$ cat config.mk
export PLATFORM = sky130hd
export DESIGN_NAME = flyback_cycle_control
export DESIGN_NICKNAME = d
export VERILOG_FILES = /design/src/flyback_pkg.sv /design/src/pin_sync_if.sv /design/src/pin_sync.sv /design/src/flyback_cycle_control.sv
export SDC_FILE = /design/constraint.sdc
export NUM_CORES = 1
export LEC_CHECK = 0
export BUFFER_PORTS_ARGS = -buffer_cell sky130_fd_sc_hd__clkbuf_2
export CORE_MARGIN = 2
export CORE_UTILIZATION = 32
export CTS_CLUSTER_DIAMETER = 200
export DETAILED_ROUTE_END_ITERATION = 8
export PLACE_DENSITY = 0.53
export REMOVE_ABC_BUFFERS = 1
export SKIP_CTS_REPAIR_TIMING = 1
export SLEW_MARGIN = 20
export SYNTH_ARGS = -nofsm -noshare
export SYNTH_HDL_FRONTEND = slang
export SYNTH_HIERARCHICAL = 1
export SYNTH_SLANG_ARGS = --single-unit
$ cat constraint.sdc
create_clock -name mclk -period 4.2 [get_ports mclk]
set_input_delay 0.63 -clock mclk [delete_from_list [all_inputs] [get_ports mclk]]
set_output_delay 0.63 -clock mclk [all_outputs]
set_load 0.03 [all_outputs]
$ cat src/flyback_pkg.sv
package flyback_pkg;

  // ************************************************************
  // Clock and counter types
  // ************************************************************
  localparam int unsigned CLK_HZ = 25_000_000;
  localparam int unsigned CLK_NS = 40;

  typedef logic [26:0] tcount_t;
  typedef logic [15:0] scount_t;
  typedef logic [23:0] phase_t;
  typedef logic [3:0]  evcount_t;

  // ************************************************************
  // Long times (module parameters take these as defaults)
  // ************************************************************
  localparam int unsigned ON_WINDOW_MS    = 82;
  localparam int unsigned OVERLOAD_MS     = 80;
  localparam int unsigned OFF_PERIOD_MS   = 1000;
  localparam int unsigned SKIP_TIMEOUT_MS = 1;
  localparam int unsigned OUT_RESTART_MS  = 64;
  localparam int unsigned SS_RAMP_MS      = 10;
  localparam int unsigned NOISE_HI_NS     = 200_000;

  localparam int unsigned ON_WINDOW_CYC    = ON_WINDOW_MS * (CLK_HZ / 1000);
  localparam int unsigned OVERLOAD_CYC     = OVERLOAD_MS * (CLK_HZ / 1000);
  localparam int unsigned OFF_PERIOD_CYC   = OFF_PERIOD_MS * (CLK_HZ / 1000);
  localparam int unsigned SKIP_TIMEOUT_CYC = SKIP_TIMEOUT_MS * (CLK_HZ / 1000);
  localparam int unsigned OUT_RESTART_CYC  = OUT_RESTART_MS * (CLK_HZ / 1000);
  localparam int unsigned SS_RAMP_CYC      = SS_RAMP_MS * (CLK_HZ / 1000);
  localparam int unsigned NOISE_HI_CYC     = NOISE_HI_NS / CLK_NS;

  // ************************************************************
  // Short times
  // ************************************************************
  localparam int unsigned SOA_SKIP_NS    = 25_000;
  localparam int unsigned FAST_REQ_NS    = 9_090;
  localparam int unsigned PAIR_NS        = 30_000;
  localparam int unsigned FWD_TIMEOUT_NS = 30_000;
  localparam int unsigned NOISE_LO_NS    = 83_000;
  localparam int unsigned BLANK_LIMIT_NS = 500;
  localparam int unsigned MIN_OFF_NS     = 2_500;
  localparam int unsigned MAX_ON_NS      = 10_000;

  localparam int unsigned SOA_SKIP_CYC    = SOA_SKIP_NS / CLK_NS;
  localparam int unsigned FAST_REQ_CYC    = FAST_REQ_NS / CLK_NS;
  localparam int unsigned PAIR_CYC        = PAIR_NS / CLK_NS;
  localparam int unsigned FWD_TIMEOUT_CYC = FWD_TIMEOUT_NS / CLK_NS;
  localparam int unsigned NOISE_LO_CYC    = (NOISE_LO_NS + CLK_NS - 1) / CLK_NS;
  localparam int unsigned BLANK_LIMIT_CYC =
    (BLANK_LIMIT_NS + CLK_NS - 1) / CLK_NS;
  localparam int unsigned MIN_OFF_CYC     = (MIN_OFF_NS + CLK_NS - 1) / CLK_NS;
  localparam int unsigned MAX_ON_CYC      = MAX_ON_NS / CLK_NS;

  // ************************************************************
  // Frequencies and the request rate accumulator
  // ************************************************************
  localparam int unsigned   STARTUP_SWITCH_FREQ = 25_000;
  localparam int unsigned   MAX_REQUEST_FREQ    = 100_000;
  localparam int unsigned   START_PERIOD_CYC    = CLK_HZ / STARTUP_SWITCH_FREQ;
  localparam longint        PHASE_ONE           = 64'd16_777_216;
  localparam int unsigned   INC_START =
    int'((longint'(STARTUP_SWITCH_FREQ) * PHASE_ONE) / CLK_HZ);
  localparam int unsigned   INC_MAX   =
    int'((longint'(MAX_REQUEST_FREQ) * PHASE_ONE) / CLK_HZ);
  localparam int unsigned   RAMP_DIV  = SS_RAMP_CYC / (INC_MAX - INC_START);

  // ************************************************************
  // Consecutive event limits
  // ************************************************************
  localparam int unsigned SOA_CONSEC      = 2;
  localparam int unsigned UNANSWERED_MAX  = 8;
  localparam int unsigned UNREQUESTED_MAX = 4;

  // ************************************************************
  // State machines
  // ************************************************************
  typedef enum logic [1:0] {
    P_AUTO   = 2'b00,
    P_LISTEN = 2'b01,
    P_SLAVE  = 2'b10,
    P_OFF    = 2'b11
  } prim_state_t;

  typedef enum logic [1:0] {
    S_IDLE  = 2'b00,
    S_HS    = 2'b01,
    S_CTRL  = 2'b10,
    S_QUIET = 2'b11
  } sec_state_t;

  localparam int unsigned NUM_PINS = 12;

endpackage

$ cat src/pin_sync_if.sv
`timescale 1ns/10ps
`default_nettype none

interface pin_sync_if #(parameter int unsigned W = 1);
  logic [W-1:0] raw;
  logic [W-1:0] clean;

  modport sync (input raw, output clean);
  modport user (output raw, input clean);
endinterface

`default_nettype wire

$ cat src/pin_sync.sv
`timescale 1ns/10ps
`default_nettype none

module pin_sync #(
  parameter int unsigned W = 1
) (
  input  wire logic mclk,
  input  wire logic resetn,
  pin_sync_if.sync  port
);

  logic [W-1:0] stage1_q;
  logic [W-1:0] stage2_q;
  logic [W-1:0] stage3_q;
  logic [W-1:0] clean_q;

  // ************************************************************
  // Three stages; a level is taken only once stages two and three agree
  // ************************************************************
  genvar i;
  generate
    for (i = 0; i < W; i++) begin : g_bit
      always_ff @(posedge mclk or negedge resetn) begin
        if (!resetn) begin
          stage1_q[i] <= 1'b0;
          stage2_q[i] <= 1'b0;
          stage3_q[i] <= 1'b0;
          clean_q[i]  <= 1'b0;
        end else begin
          stage1_q[i] <= port.raw[i];
          stage2_q[i] <= stage1_q[i];
          stage3_q[i] <= stage2_q[i];
          if (stage2_q[i] == stage3_q[i]) begin
            clean_q[i] <= stage3_q[i];
          end
        end
      end
    end
  endgenerate

  assign port.clean = clean_q;

endmodule // pin_sync

`default_nettype wire

$ cat src/flyback_cycle_control.sv
`timescale 1ns/10ps
`default_nettype none

// Operation
// - Two early limit cycles skip 25 us
// - Line reset clears pending auto-restart
// - Lost link: auto-restart, then restart switching
// - No feedback within on-window: auto-restart
// - Secondary in control: requests alone start cycles
// - 8 unanswered or 4 unrequested: rehandshake
// - Resumed primary returns to start-up, listens
// - Wait 82 ms; 30 us pair gives slave
// - No pair heard: switch autonomously
// - Slave gate inhibited 83 to 200 us after conduction
// - Rectifier on at fwd fall, DCM off below zero
// - CCM: rectifier off with next request
// - Requests honour minimum off and max rate
// - Start-up caps frequency and peak at 75%
// - Feedback short check armed after ramp
// - Armed feedback short stops requests
// - Request rate ramps linearly after handshake
// - Output low past timer: auto-restart
// - Regulated and QR programmed aborts ramp
// - Await fwd fall before request, 30 us timeout
// - Hot die lowers constant-current reference
// - Overload 80 ms or skip timeout: auto-restart
// - Auto-restart holds switching off full period
module flyback_cycle_control
  import flyback_pkg::*;
#(
  parameter tcount_t ON_WINDOW    = tcount_t'(ON_WINDOW_CYC),
  parameter tcount_t OVERLOAD     = tcount_t'(OVERLOAD_CYC),
  parameter tcount_t OFF_PERIOD   = tcount_t'(OFF_PERIOD_CYC),
  parameter tcount_t SKIP_TIMEOUT = tcount_t'(SKIP_TIMEOUT_CYC),
  parameter tcount_t OUT_RESTART  = tcount_t'(OUT_RESTART_CYC),
  parameter tcount_t SS_RAMP      = tcount_t'(SS_RAMP_CYC),
  parameter scount_t NOISE_HI     = scount_t'(NOISE_HI_CYC)
) (
  input  wire logic mclk,
  input  wire logic resetn,
  input  wire logic forwardWindingSense,
  input  wire logic primaryPeakLimit,
  input  wire logic lineReset,
  input  wire logic secondaryPowered,
  input  wire logic loadDemand,
  input  wire logic feedbackShortLow,
  input  wire logic outputRestartLow,
  input  wire logic outputRegulated,
  input  wire logic qrProgrammed,
  input  wire logic rectifierNegative,
  input  wire logic ccmMode,
  input  wire logic dieHot,
  output var  logic primaryGate_q,
  output var  logic syncRectGate_q,
  output var  logic cycleRequest_q,
  output var  logic peakCap75_q,
  output var  logic ccRefReduced_q,
  output var  logic autoRestart_q,
  output var  logic slaveMode_q,
  output var  logic secInControl_q
);

  // ************************************************************
  // Pin synchronisers
  // ************************************************************
  pin_sync_if #(.W(NUM_PINS)) pinBus ();

  assign pinBus.raw = {forwardWindingSense, primaryPeakLimit, lineReset,
                       secondaryPowered, loadDemand, feedbackShortLow,
                       outputRestartLow, outputRegulated, qrProgrammed,
                       rectifierNegative, ccmMode, dieHot};

  pin_sync #(.W(NUM_PINS)) u_pin_sync (
    .mclk   (mclk),
    .resetn (resetn),
    .port   (pinBus.sync)
  );

  logic forward_winding_sense, peak, lineRst, secPwr, demand, fbLow;
  logic outLow, regulated, qrDone, rectNeg, ccm, hot;
  assign {forward_winding_sense, peak, lineRst, secPwr, demand, fbLow,
          outLow, regulated, qrDone, rectNeg, ccm, hot} = pinBus.clean;

  logic fwdPrev_q;
  logic fwdFall;
  always_ff @(posedge mclk or negedge resetn) begin
    if (!resetn) begin
      fwdPrev_q <= 1'b0;
    end else begin
      fwdPrev_q <= forward_winding_sense;
    end
  end
  assign fwdFall = fwdPrev_q & ~forward_winding_sense;

  // ************************************************************
  // Primary: switch gate, SOA skip and noise band
  // ************************************************************
  prim_state_t stateP_q, stateP_d;
  scount_t     onTimer_q, sinceOff_q, autoTimer_q, soaSkip_q;
  evcount_t    soaCount_q;
  logic        gateStart, gateEnd, noiseBand, soaBusy, earlyLimit;

  assign noiseBand = (sinceOff_q >= scount_t'(NOISE_LO_CYC)) &&
                     (sinceOff_q < NOISE_HI);
  assign soaBusy   = (soaSkip_q != '0);
  assign earlyLimit = onTimer_q < scount_t'(BLANK_LIMIT_CYC);
  assign gateEnd   = primaryGate_q &&
                     (peak || onTimer_q == scount_t'(MAX_ON_CYC - 1));

  always_comb begin
    gateStart = 1'b0;
    if (!primaryGate_q && !soaBusy && stateP_q == stateP_d) begin
      if (stateP_q == P_SLAVE) begin
        gateStart = cycleRequest_q && !noiseBand;
      end else if (stateP_q == P_AUTO) begin
        gateStart = autoTimer_q >= scount_t'(START_PERIOD_CYC - 1);
      end
    end
  end

  always_ff @(posedge mclk or negedge resetn) begin
    if (!resetn) begin
      primaryGate_q <= 1'b0;
      onTimer_q     <= '0;
    end else if (stateP_d == P_OFF || stateP_d == P_LISTEN) begin
      primaryGate_q <= 1'b0;
      onTimer_q     <= '0;
    end else if (gateStart) begin
      primaryGate_q <= 1'b1;
      onTimer_q     <= '0;
    end else if (gateEnd) begin
      primaryGate_q <= 1'b0;
    end else if (primaryGate_q) begin
      onTimer_q <= onTimer_q + 1'b1;
    end
  end

  // Saturating count from the end of the last conduction
  always_ff @(posedge mclk or negedge resetn) begin
    if (!resetn) begin
      sinceOff_q <= '1;
    end else if (primaryGate_q) begin
      sinceOff_q <= '0;
    end else if (sinceOff_q != '1) begin
      sinceOff_q <= sinceOff_q + 1'b1;
    end
  end

  // Autonomous rate is bounded by the start-up frequency
  always_ff @(posedge mclk or negedge resetn) begin
    if (!resetn) begin
      autoTimer_q <= '0;
    end else if (gateStart || stateP_q != P_AUTO) begin
      autoTimer_q <= '0;
    end else if (autoTimer_q != '1) begin
      autoTimer_q <= autoTimer_q + 1'b1;
    end
  end

  always_ff @(posedge mclk or negedge resetn) begin
    if (!resetn) begin
      soaCount_q <= '0;
      soaSkip_q  <= '0;
    end else if (gateEnd) begin
      if (!earlyLimit) begin
        soaCount_q <= '0;
      end else if (soaCount_q == evcount_t'(SOA_CONSEC - 1)) begin
        soaCount_q <= '0;
        soaSkip_q  <= scount_t'(SOA_SKIP_CYC);
      end else begin
        soaCount_q <= soaCount_q + 1'b1;
      end
    end else if (soaBusy) begin
      soaSkip_q <= soaSkip_q - 1'b1;
    end
  end

  // ************************************************************
  // Primary: handshake pair, overload and request silence
  // ************************************************************
  scount_t pairGap_q, reqGap_q;
  logic    pairArmed_q, pairSeen;
  tcount_t stateTimer_q, fastTimer_q, idleTimer_q;

  assign pairSeen = cycleRequest_q && pairArmed_q &&
                    pairGap_q <= scount_t'(PAIR_CYC);

  always_ff @(posedge mclk or negedge resetn) begin
    if (!resetn) begin
      pairArmed_q <= 1'b0;
      pairGap_q   <= '0;
    end else if (cycleRequest_q) begin
      pairArmed_q <= !pairSeen;
      pairGap_q   <= '0;
    end else if (pairGap_q != '1) begin
      pairGap_q <= pairGap_q + 1'b1;
    end
  end

  always_ff @(posedge mclk or negedge resetn) begin
    if (!resetn) begin
      reqGap_q    <= '1;
      fastTimer_q <= '0;
      idleTimer_q <= '0;
    end else begin
      if (cycleRequest_q) begin
        reqGap_q    <= '0;
        idleTimer_q <= '0;
        if (reqGap_q >= scount_t'(FAST_REQ_CYC)) begin
          fastTimer_q <= '0;
        end
      end else begin
        if (reqGap_q != '1) begin
          reqGap_q <= reqGap_q + 1'b1;
        end
        if (idleTimer_q != '1) begin
          idleTimer_q <= idleTimer_q + 1'b1;
        end
        if (reqGap_q >= scount_t'(FAST_REQ_CYC)) begin
          fastTimer_q <= '0;
        end
      end
      if (reqGap_q < scount_t'(FAST_REQ_CYC) && fastTimer_q != '1) begin
        fastTimer_q <= fastTimer_q + 1'b1;
      end
      if (stateP_q != P_SLAVE) begin
        fastTimer_q <= '0;
        idleTimer_q <= '0;
      end
    end
  end

  always_comb begin
    stateP_d = stateP_q;
    case (stateP_q)
      P_AUTO: begin
        if (pairSeen) begin
          stateP_d = P_SLAVE;
        end else if (stateTimer_q >= ON_WINDOW) begin
          stateP_d = P_OFF;
        end
      end
      P_LISTEN: begin
        if (pairSeen) begin
          stateP_d = P_SLAVE;
        end else if (stateTimer_q >= ON_WINDOW) begin
          stateP_d = P_AUTO;
        end
      end
      P_SLAVE: begin
        if (fastTimer_q >= OVERLOAD || idleTimer_q >= SKIP_TIMEOUT) begin
          stateP_d = P_OFF;
        end
      end
      default: begin
        if (stateTimer_q >= OFF_PERIOD) begin
          stateP_d = P_LISTEN;
        end
      end
    endcase
    if (lineRst) begin
      stateP_d = P_LISTEN;
    end
  end

  always_ff @(posedge mclk or negedge resetn) begin
    if (!resetn) begin
      stateP_q     <= P_AUTO;
      stateTimer_q <= '0;
      autoRestart_q <= 1'b0;
      slaveMode_q  <= 1'b0;
    end else begin
      stateP_q      <= stateP_d;
      autoRestart_q <= (stateP_d == P_OFF);
      slaveMode_q   <= (stateP_d == P_SLAVE);
      // Feedback in the on-window restarts it
      if (stateP_d != stateP_q || lineRst ||
          (stateP_q == P_AUTO && cycleRequest_q)) begin
        stateTimer_q <= '0;
      end else if (stateTimer_q != '1) begin
        stateTimer_q <= stateTimer_q + 1'b1;
      end
    end
  end

  // ************************************************************
  // Secondary: handshake and supervision
  // ************************************************************
  sec_state_t stateS_d, stateS_q;
  scount_t    hsTimer_q, awaitTimer_q, sinceFwd_q;
  evcount_t   unanswered_q, unrequested_q;
  logic       awaitFwd_q, credit_q, reqIssue, hsPulse, timeoutHit;
  logic       fbArmed_q, outOk_q;
  tcount_t    rampTimer_q, outTimer_q;
  phase_t     phase_q;
  logic [16:0] inc_q;
  logic [2:0]  rampDiv_q;
  logic [24:0] phaseSum;

  assign hsPulse  = stateS_q == S_HS &&
                    (hsTimer_q == '0 || hsTimer_q == scount_t'(PAIR_CYC));
  assign reqIssue = stateS_q == S_CTRL && stateS_d == S_CTRL && demand &&
                    credit_q && !awaitFwd_q &&
                    sinceFwd_q >= scount_t'(MIN_OFF_CYC);
  assign timeoutHit = awaitFwd_q &&
                      awaitTimer_q >= scount_t'(FWD_TIMEOUT_CYC - 1);

  always_comb begin
    stateS_d = stateS_q;
    case (stateS_q)
      S_IDLE: begin
        stateS_d = S_HS;
      end
      S_HS: begin
        if (hsTimer_q == scount_t'(PAIR_CYC)) begin
          stateS_d = S_CTRL;
        end
      end
      S_CTRL: begin
        if (unanswered_q >= evcount_t'(UNANSWERED_MAX) ||
            unrequested_q >= evcount_t'(UNREQUESTED_MAX)) begin
          stateS_d = S_HS;
        end else if ((fbArmed_q && fbLow) ||
                     (!outOk_q && outTimer_q >= OUT_RESTART)) begin
          stateS_d = S_QUIET;
        end
      end
      default: begin
        // Primary back on its own: try to take over again
        if (fwdFall) begin
          stateS_d = S_HS;
        end
      end
    endcase
    if (!secPwr) begin
      stateS_d = S_IDLE;
    end
  end

  always_ff @(posedge mclk or negedge resetn) begin
    if (!resetn) begin
      stateS_q       <= S_IDLE;
      hsTimer_q      <= '0;
      secInControl_q <= 1'b0;
      cycleRequest_q <= 1'b0;
    end else begin
      stateS_q       <= stateS_d;
      secInControl_q <= (stateS_d == S_CTRL);
      cycleRequest_q <= hsPulse || reqIssue;
      if (stateS_q != S_HS) begin
        hsTimer_q <= '0;
      end else begin
        hsTimer_q <= hsTimer_q + 1'b1;
      end
    end
  end

  // Unanswered requests and unrequested cycles
  always_ff @(posedge mclk or negedge resetn) begin
    if (!resetn) begin
      awaitFwd_q    <= 1'b0;
      awaitTimer_q  <= '0;
      unanswered_q  <= '0;
      unrequested_q <= '0;
      sinceFwd_q    <= '1;
    end else if (stateS_q != S_CTRL) begin
      awaitFwd_q    <= 1'b0;
      unanswered_q  <= '0;
      unrequested_q <= '0;
      sinceFwd_q    <= '1;
    end else begin
      if (fwdFall) begin
        sinceFwd_q <= '0;
      end else if (sinceFwd_q != '1) begin
        sinceFwd_q <= sinceFwd_q + 1'b1;
      end
      if (reqIssue) begin
        awaitFwd_q   <= 1'b1;
        awaitTimer_q <= '0;
      end else if (awaitFwd_q && fwdFall) begin
        awaitFwd_q    <= 1'b0;
        unanswered_q  <= '0;
        unrequested_q <= '0;
      end else if (timeoutHit) begin
        awaitFwd_q   <= 1'b0;
        unanswered_q <= unanswered_q + 1'b1;
      end else if (awaitFwd_q) begin
        awaitTimer_q <= awaitTimer_q + 1'b1;
      end else if (fwdFall) begin
        unrequested_q <= unrequested_q + 1'b1;
      end
    end
  end

  // ************************************************************
  // Secondary: request rate ramp and fault timers
  // ************************************************************
  assign phaseSum = {1'b0, phase_q} + {8'h00, inc_q};

  always_ff @(posedge mclk or negedge resetn) begin
    if (!resetn) begin
      phase_q     <= '0;
      inc_q       <= 17'(INC_START);
      rampDiv_q   <= '0;
      rampTimer_q <= '0;
      fbArmed_q   <= 1'b0;
      credit_q    <= 1'b0;
    end else if (stateS_q != S_CTRL) begin
      phase_q     <= '0;
      inc_q       <= 17'(INC_START);
      rampDiv_q   <= '0;
      rampTimer_q <= '0;
      fbArmed_q   <= 1'b0;
      credit_q    <= 1'b0;
    end else begin
      phase_q <= phaseSum[23:0];
      // A new credit wins over the one being spent
      if (phaseSum[24]) begin
        credit_q <= 1'b1;
      end else if (reqIssue) begin
        credit_q <= 1'b0;
      end
      if (rampTimer_q >= SS_RAMP) begin
        fbArmed_q <= 1'b1;
      end else begin
        rampTimer_q <= rampTimer_q + 1'b1;
      end
      if (regulated && qrDone) begin
        inc_q <= 17'(INC_MAX);
      end else if (inc_q < 17'(INC_MAX)) begin
        if (rampDiv_q == 3'(RAMP_DIV - 1)) begin
          rampDiv_q <= '0;
          inc_q     <= inc_q + 1'b1;
        end else begin
          rampDiv_q <= rampDiv_q + 1'b1;
        end
      end
    end
  end

  always_ff @(posedge mclk or negedge resetn) begin
    if (!resetn) begin
      outTimer_q <= '0;
      outOk_q    <= 1'b0;
    end else if (stateS_q != S_CTRL) begin
      outTimer_q <= '0;
      outOk_q    <= 1'b0;
    end else if (!outLow) begin
      outOk_q <= 1'b1;
    end else if (outTimer_q != '1) begin
      outTimer_q <= outTimer_q + 1'b1;
    end
  end

  // ************************************************************
  // Secondary: rectifier gate, thermal foldback, start-up cap
  // ************************************************************
  always_ff @(posedge mclk or negedge resetn) begin
    if (!resetn) begin
      syncRectGate_q <= 1'b0;
    end else if (stateS_q != S_CTRL) begin
      syncRectGate_q <= 1'b0;
    end else if (fwdFall) begin
      syncRectGate_q <= 1'b1;
    end else if (ccm && reqIssue) begin
      syncRectGate_q <= 1'b0;
    end else if (!ccm && rectNeg) begin
      syncRectGate_q <= 1'b0;
    end
  end

  always_ff @(posedge mclk or negedge resetn) begin
    if (!resetn) begin
      ccRefReduced_q <= 1'b0;
      peakCap75_q    <= 1'b1;
    end else begin
      ccRefReduced_q <= hot;
      peakCap75_q    <= (stateP_d != P_SLAVE) ||
                        (inc_q < 17'(INC_MAX));
    end
  end

endmodule // flyback_cycle_control

`default_nettype wire

## Word level (Yosys, flattened, before mapping)

Cells that the tools add are included.

| operators by class | value |
|---|---|
| add/sub/neg operators | 20 |
| order comparisons | 18 |
| equal/unequal tests | 50 |
| multiplexer cells | 93 |
| bitwise gates (word level) | 3 |
| reduce and logical (&&, ||, !) cells | 76 |

Operators by type and width:

| operator | count |
|---|---|
| $mux W16 | 24 |
| $mux W27 | 13 |
| $add A27 B1 Y27 const B | 5 |
| $add A16 B1 Y16 const B | 8 |
| $ne A27 B27 Y1 const B | 4 |
| $ge A27 B21 Y1 const B | 3 |
| $ne A16 B16 Y1 const B | 5 |
| $mux W17 | 4 |
| $mux W4 | 12 |
| $ge A16 B10 Y1 const B | 2 |
| $reduce_bool A3 Y1 | 10 |
| $ge A27 B15 Y1 const B | 1 |
| $ge A27 B18 Y1 const B | 1 |
| $ge A27 B25 Y1 const B | 1 |
| $add A24 B17 Y25 | 1 |
| $mux W2 | 12 |
| $mux W24 | 1 |
| $reduce_bool A2 Y1 | 12 |
| $logic_and A1 B1 Y1 | 22 |
| $mux W1 | 21 |
| $add A17 B1 Y17 const B | 1 |
| $lt A17 B17 Y1 const B | 1 |
| $eq A16 B10 Y1 const B | 1 |
| $eq A16 B8 Y1 const B | 1 |
| other kinds (36) | 94 |

| word-level totals | value |
|---|---|
| register bits after elaboration | 401 |
| input bits | 14 |

## Logic depth before layout (Yosys ltp)

| depth | value |
|---|---|
| depth in word-level cells | 17 |
| mapped depth | 10 |
| mapped depth without buffers | 9 |

## Modules after synthesis

Netlist, hierarchy kept.

Modules (own cells, without submodules):

| module | times used | cells each | area each (um^2) | sequential area each (um^2) |
|---|---|---|---|---|
| flyback_cycle_control | 1 | 1997 | 18635.4 | 8901.0 |
| pin_sync | 1 | 60 | 1336.3 | 1201.2 |

## Least setup slack after synthesis

No wires, ideal clock.

| timing | value |
|---|---|
| path type | register -> register |
| start point | register soaSkip_q[6] |
| end point | register autoTimer_q[10] |
| library setup time | 0.137 ns |
| arrival | 2.566 ns |
| setup slack | 1.497 ns |
| cell stages (with the launch flop) | 9 |
| path buffers | 2 |
| period minus slack after synthesis | 2.703 ns |
| cells stage by stage | dfrtp_1 -> or4_4 -> or4b_4 -> or4_1 -> nor2_1 -> o2111a_2 -> buf_6 -> buf_8 -> a21oi_1 |

| on the way | value |
|---|---|
| longest elaborated chain between the ends | 7 |
| elaborated cells on any way between the ends | 8 |
| classes of those cells | mux (2); reduce/logical (6) |

Ends and longest elaborated chain:

| item | line | RTL |
|---|---|---|
| start, declared | flyback_cycle_control.sv:99 | `scount_t onTimer_q, sinceOff_q, autoTimer_q, soaSkip_q;` |
| start signal, assigned | flyback_cycle_control.sv:169 | `soaSkip_q <= scount_t'(SOA_SKIP_CYC);` |
| start signal, assigned | flyback_cycle_control.sv:174 | `soaSkip_q <= soaSkip_q - 1'b1;` |
| $reduce_bool A16 Y1 * | flyback_cycle_control.sv:105 | `assign soaBusy = (soaSkip_q != '0);` |
| $logic_not A1 Y1 * | flyback_cycle_control.sv:112 | `if (!primaryGate_q && !soaBusy && stateP_q == stateP_d) begin` |
| $logic_and A1 B1 Y1 * (2 in series) | flyback_cycle_control.sv:112 |  |
| $mux W1 * | flyback_cycle_control.sv:112 |  |
| $logic_or A1 B1 Y1 * | flyback_cycle_control.sv:153 | `end else if (gateStart \|\| stateP_q != P_AUTO) begin` |
| $mux W16 or $reduce_bool A2 Y1 (tied branches) | - |  |
| end signal, assigned | flyback_cycle_control.sv:156 | `autoTimer_q <= autoTimer_q + 1'b1;` |
| end, declared | flyback_cycle_control.sv:99 |  |

Mark *: on every way between the ends. The rest lies on a longest branch, timed or not.
A chain may end at the register's enable or synchronous reset.

## Worst setup path in the final report

| timing | value |
|---|---|
| start point | register soaSkip_q[6] |
| end point | register autoTimer_q[8] |

Same word-level chain as after synthesis.

==> results.sh <==
export IMPL_outcome="complete, but fails checks"
export IMPL_violations="negative hold slack"
export IMPL_ys_seq_area_share_pct=50.6
export IMPL_antenna_found_initial=0
export IMPL_nFillCells=6230
export IMPL_worstRegToRegCells=6
export IMPL_finalClockSkew_ps=25.4
export IMPL_hold_class="input port to asynchronous set/reset pin"
export IMPL_synthTopCellsByArea="dfrtp_1, dfstp_2, xor2_1"
export IMPL_max_freq_ghz=0.315
export IMPL_wirelength_um=41700
export IMPL_synth_top_cell_by_area="dfrtp_1"
export IMPL_layout_min_cycle_time_ps=3170
export IMPL_clock_latency_ps=590
export IMPL_num_io_pins=22
export IMPL_p_comb_share_pct=8.1
export IMPL_route_antenna_remaining_nets=0
export IMPL_die_h_um=254
export IMPL_dp_hpwl_um=27000
export IMPL_cts_buffers=48
export IMPL_fp_dieW_um=254
export IMPL_ys_flop_type="dfrtp_1"
export IMPL_critPathTopFamily="simple AND/OR/NAND/NOR gates"
export IMPL_final_nets=2153
export IMPL_synthesis_area_um2=20000
export IMPL_p_per_area_nw_per_um2=412
export IMPL_synthMuxAreaShare_pct=0.814
export IMPL_ys_ff_latch=401
export IMPL_portBuffers=21
export IMPL_p_sw_mw=2.41
export IMPL_drc=0
export IMPL_synth_top_cell_area_share_pct=43.5
export IMPL_diodes=0
export IMPL_synth_top_family_by_area="simple AND/OR/NAND/NOR gates"
export IMPL_syn_to_final_growth_pct=14.0
export IMPL_die_area_um2=64400
export IMPL_synth_edf_count=0
export IMPL_cp_data_required_time_ps=4630
export IMPL_async_flop_share_pct=100
export IMPL_grt_pass1_vias=14700
export IMPL_cts_tree="built"
export IMPL_core_area_um2=61700
export IMPL_synth_common_cells="dfrtp_1, nor2_1, nand2_1"
export IMPL_rows=91
export IMPL_netlist_instances=2057
export IMPL_wire_per_inst_um=14.1
export IMPL_fin_total_pwr_mw=9.38
export IMPL_period_share_pct=75.6
export IMPL_yosysMostFrequentCell="dfrtp_1"
export IMPL_cp_end_kind="flop"
export IMPL_cp_data_arrival_time_ps=3600
export IMPL_path_cells="or4_4 > or4b_4 > or4_1 > nor2_1 > o2111a_2 > a2111oi_0"
export IMPL_crit_buf_inv=0
export IMPL_place_congestion=0.817
export IMPL_cp_slowest_cell="o2111a_2"
export IMPL_grt_usage_pct=13.2
export IMPL_via_per_inst=5.03
export IMPL_synth_compound_area_share_pct=9.75
export IMPL_top_layer="met4"
export IMPL_critical_path_max_stage_delay_ps=640
export IMPL_swShare_pct=25.7
export IMPL_synth_simple_area_share_pct=23.3
export IMPL_fin_util_pct=36.9
export IMPL_ir_drop_mv=0.269
export IMPL_final_max_slew_violation_count=0
export IMPL_m1WireLength_um=20600
export IMPL_setup_viol=0
export IMPL_cp_start_kind="flop"
export IMPL_critical_path_class="flop to flop"
export IMPL_rsz0062_at_grt="false"
export IMPL_seqPwrFrac_pct=46.5
export IMPL_synthXorXnorAreaFrac_pct=9.25
export IMPL_cp_max_fo=33
export IMPL_yosysWarnings=6
export IMPL_p_int_mw=6.97
export IMPL_layout_drive_gt1_share_pct=9.77
export IMPL_synth_distinct_cells=69
export IMPL_wl_met3_um=1340
export IMPL_gr_total_overflow=0
export IMPL_worstMarginPinSlew_ps=928
export IMPL_grt_max_degree=103
export IMPL_tns_ps=0
export IMPL_clkPwrFrac_pct=45.4
export IMPL_syn_avg_cell_area_um2=9.71
export IMPL_start_util_pct=32.4
export IMPL_relSlewSlack_pct=38.1
export IMPL_holdWs_ps=-14.1
export IMPL_cts_sinks=401
export IMPL_vias=14900
export IMPL_p_leak_nw=9.44
export IMPL_cap_viol_max_count=0
export IMPL_hold_viol=13
export IMPL_yosys_area_share_adder_pct=3.91
export IMPL_crit_cells=6
export IMPL_cts_root_buffer="clkbuf_16"
export IMPL_first_pass_iters=5
export IMPL_drt_iter0_markers=890
export IMPL_clockBufferDepth=3
export IMPL_cts_reportedPaths_clkPinSlew_ps=60
export IMPL_wl_met2_um=18900
export IMPL_htree_levels=2
export IMPL_grt_pass1_wl_um=72000
==> path summary, 6_finish.rpt <==
path                                             startpoint                               end  slack (ps)
max in group asynchronous                            resetn        sinceOff_q[15]$_DFFE_PN1P_        3200
hold reg to reg            u_pin_sync/stage1_q[8]$_DFF_PN0_  u_pin_sync/stage2_q[8]$_DFF_PN0_         350
min in group mclk                                    dieHot  u_pin_sync/stage1_q[0]$_DFF_PN0_         140
hold / removal                                       resetn       awaitTimer_q[7]$_DFFE_PN0P_         -10
setup / recovery                   soaSkip_q[6]$_DFFE_PN0P_        autoTimer_q[8]$_DFFE_PN0P_        1030
setup reg to reg                   soaSkip_q[6]$_DFFE_PN0P_        autoTimer_q[8]$_DFFE_PN0P_        1030
==> through the flow <==
| stage | hold WS (ps) | instances | worst slack (ps) | instance area (µm²) |
|---|---|---|---|---|
| after floorplan | 331 | 1994 | -408 | 19700 |
| after global placement | 333 | 2875 | 1040 | 21100 |
| after detailed placement | 336 | 2875 | 981 | 21100 |
| after CTS | -9.39 | 2965 | 976 | 22800 |
| after global routing | 28.1 | 2965 | 824 | 22800 |
| final | -14.1 | 2965 | 1030 | 22800 |
==> metal layers <==
metal | global-route usage, % | vias to the layer above
li1 | - | 7326
met1 | 18.2 | 7372
met2 | 21.4 | 164
met3 | 2.37 | 60
met4 | 3.70 | 0
met5 | 0 | -
==> power by group through the flow <==
stage,clock network [mW],registers (mW),logic (mW)
after detailed placement,0,4.43,0.782
after floorplan,0,4.38,0.482
final,4.26,4.36,0.761
after global placement,0,4.42,0.755
after CTS,4.43,4.36,0.784
after global routing,4.59,4.40,0.877
==> cells by family after synthesis <==
kind of cell / Yosys count
XOR/XNOR: 211
flip-flops: 401
adder cells (fa/ha/maj): 63
buffers and inverters: 123
AND/OR/NAND/NOR: 933
multiplexers: 16
AO/OA/AOI/OAI: 310
==> area by class of cell <==
cell class / instances / area, µm² / area share (%)
inverter: 60 / 225 / 0.990
timing repair buffer: 44 / 338 / 1.48
clock buffer: 71 / 1370 / 6.01
clock inverter: 19 / 262 / 1.15
multi-input combinational: 1533 / 9420 / 41.4
tap: 837 / 1050 / 4.60
sequential: 401 / 10100 / 44.4
==> worst reg2reg max path: stages, from the launching register on <==
cell and delay, ps:
dfrtp_1 430, or4_4 560, or4b_4 530, or4_1 480, nor2_1 150, o2111a_2 640, a2111oi_0 230
==> cell usage in the layout, fill, tap and decap left out, types with 10 or more instances in the layout <==
cell	count
nor2_1	268
clkbuf_1	15
dfrtp_1	347
nor3_1	54
nand2_1	162
nor4_1	32
o21a_1	10
o211ai_1	19
nand4_1	63
o21ai_0	84
maj3_2	12
mux2i_1	14
and2_1	29
xor2_1	126
a31oi_1	18
and4_1	21
nand2b_1	10
nor2b_1	30
a21oi_1	95
or3_1	34
inv_1	59
or4_1	17
clkbuf_2	20
dfstp_2	54
nand3_1	136
o31ai_1	10
a21o_1	10
and3_1	53
buf_4	19
clkbuf_16	48
xnor2_1	85
ha_1	50
==> registers in the layout, summed over array words and instances, names as in the netlist, 17 cells and up <==
register      cells
rampTimer_q      27
stateTimer_q     27
idleTimer_q      27
phase_q          24
outTimer_q       27
fastTimer_q      27
inc_q            17
Power figures use the tool's default switching activity.
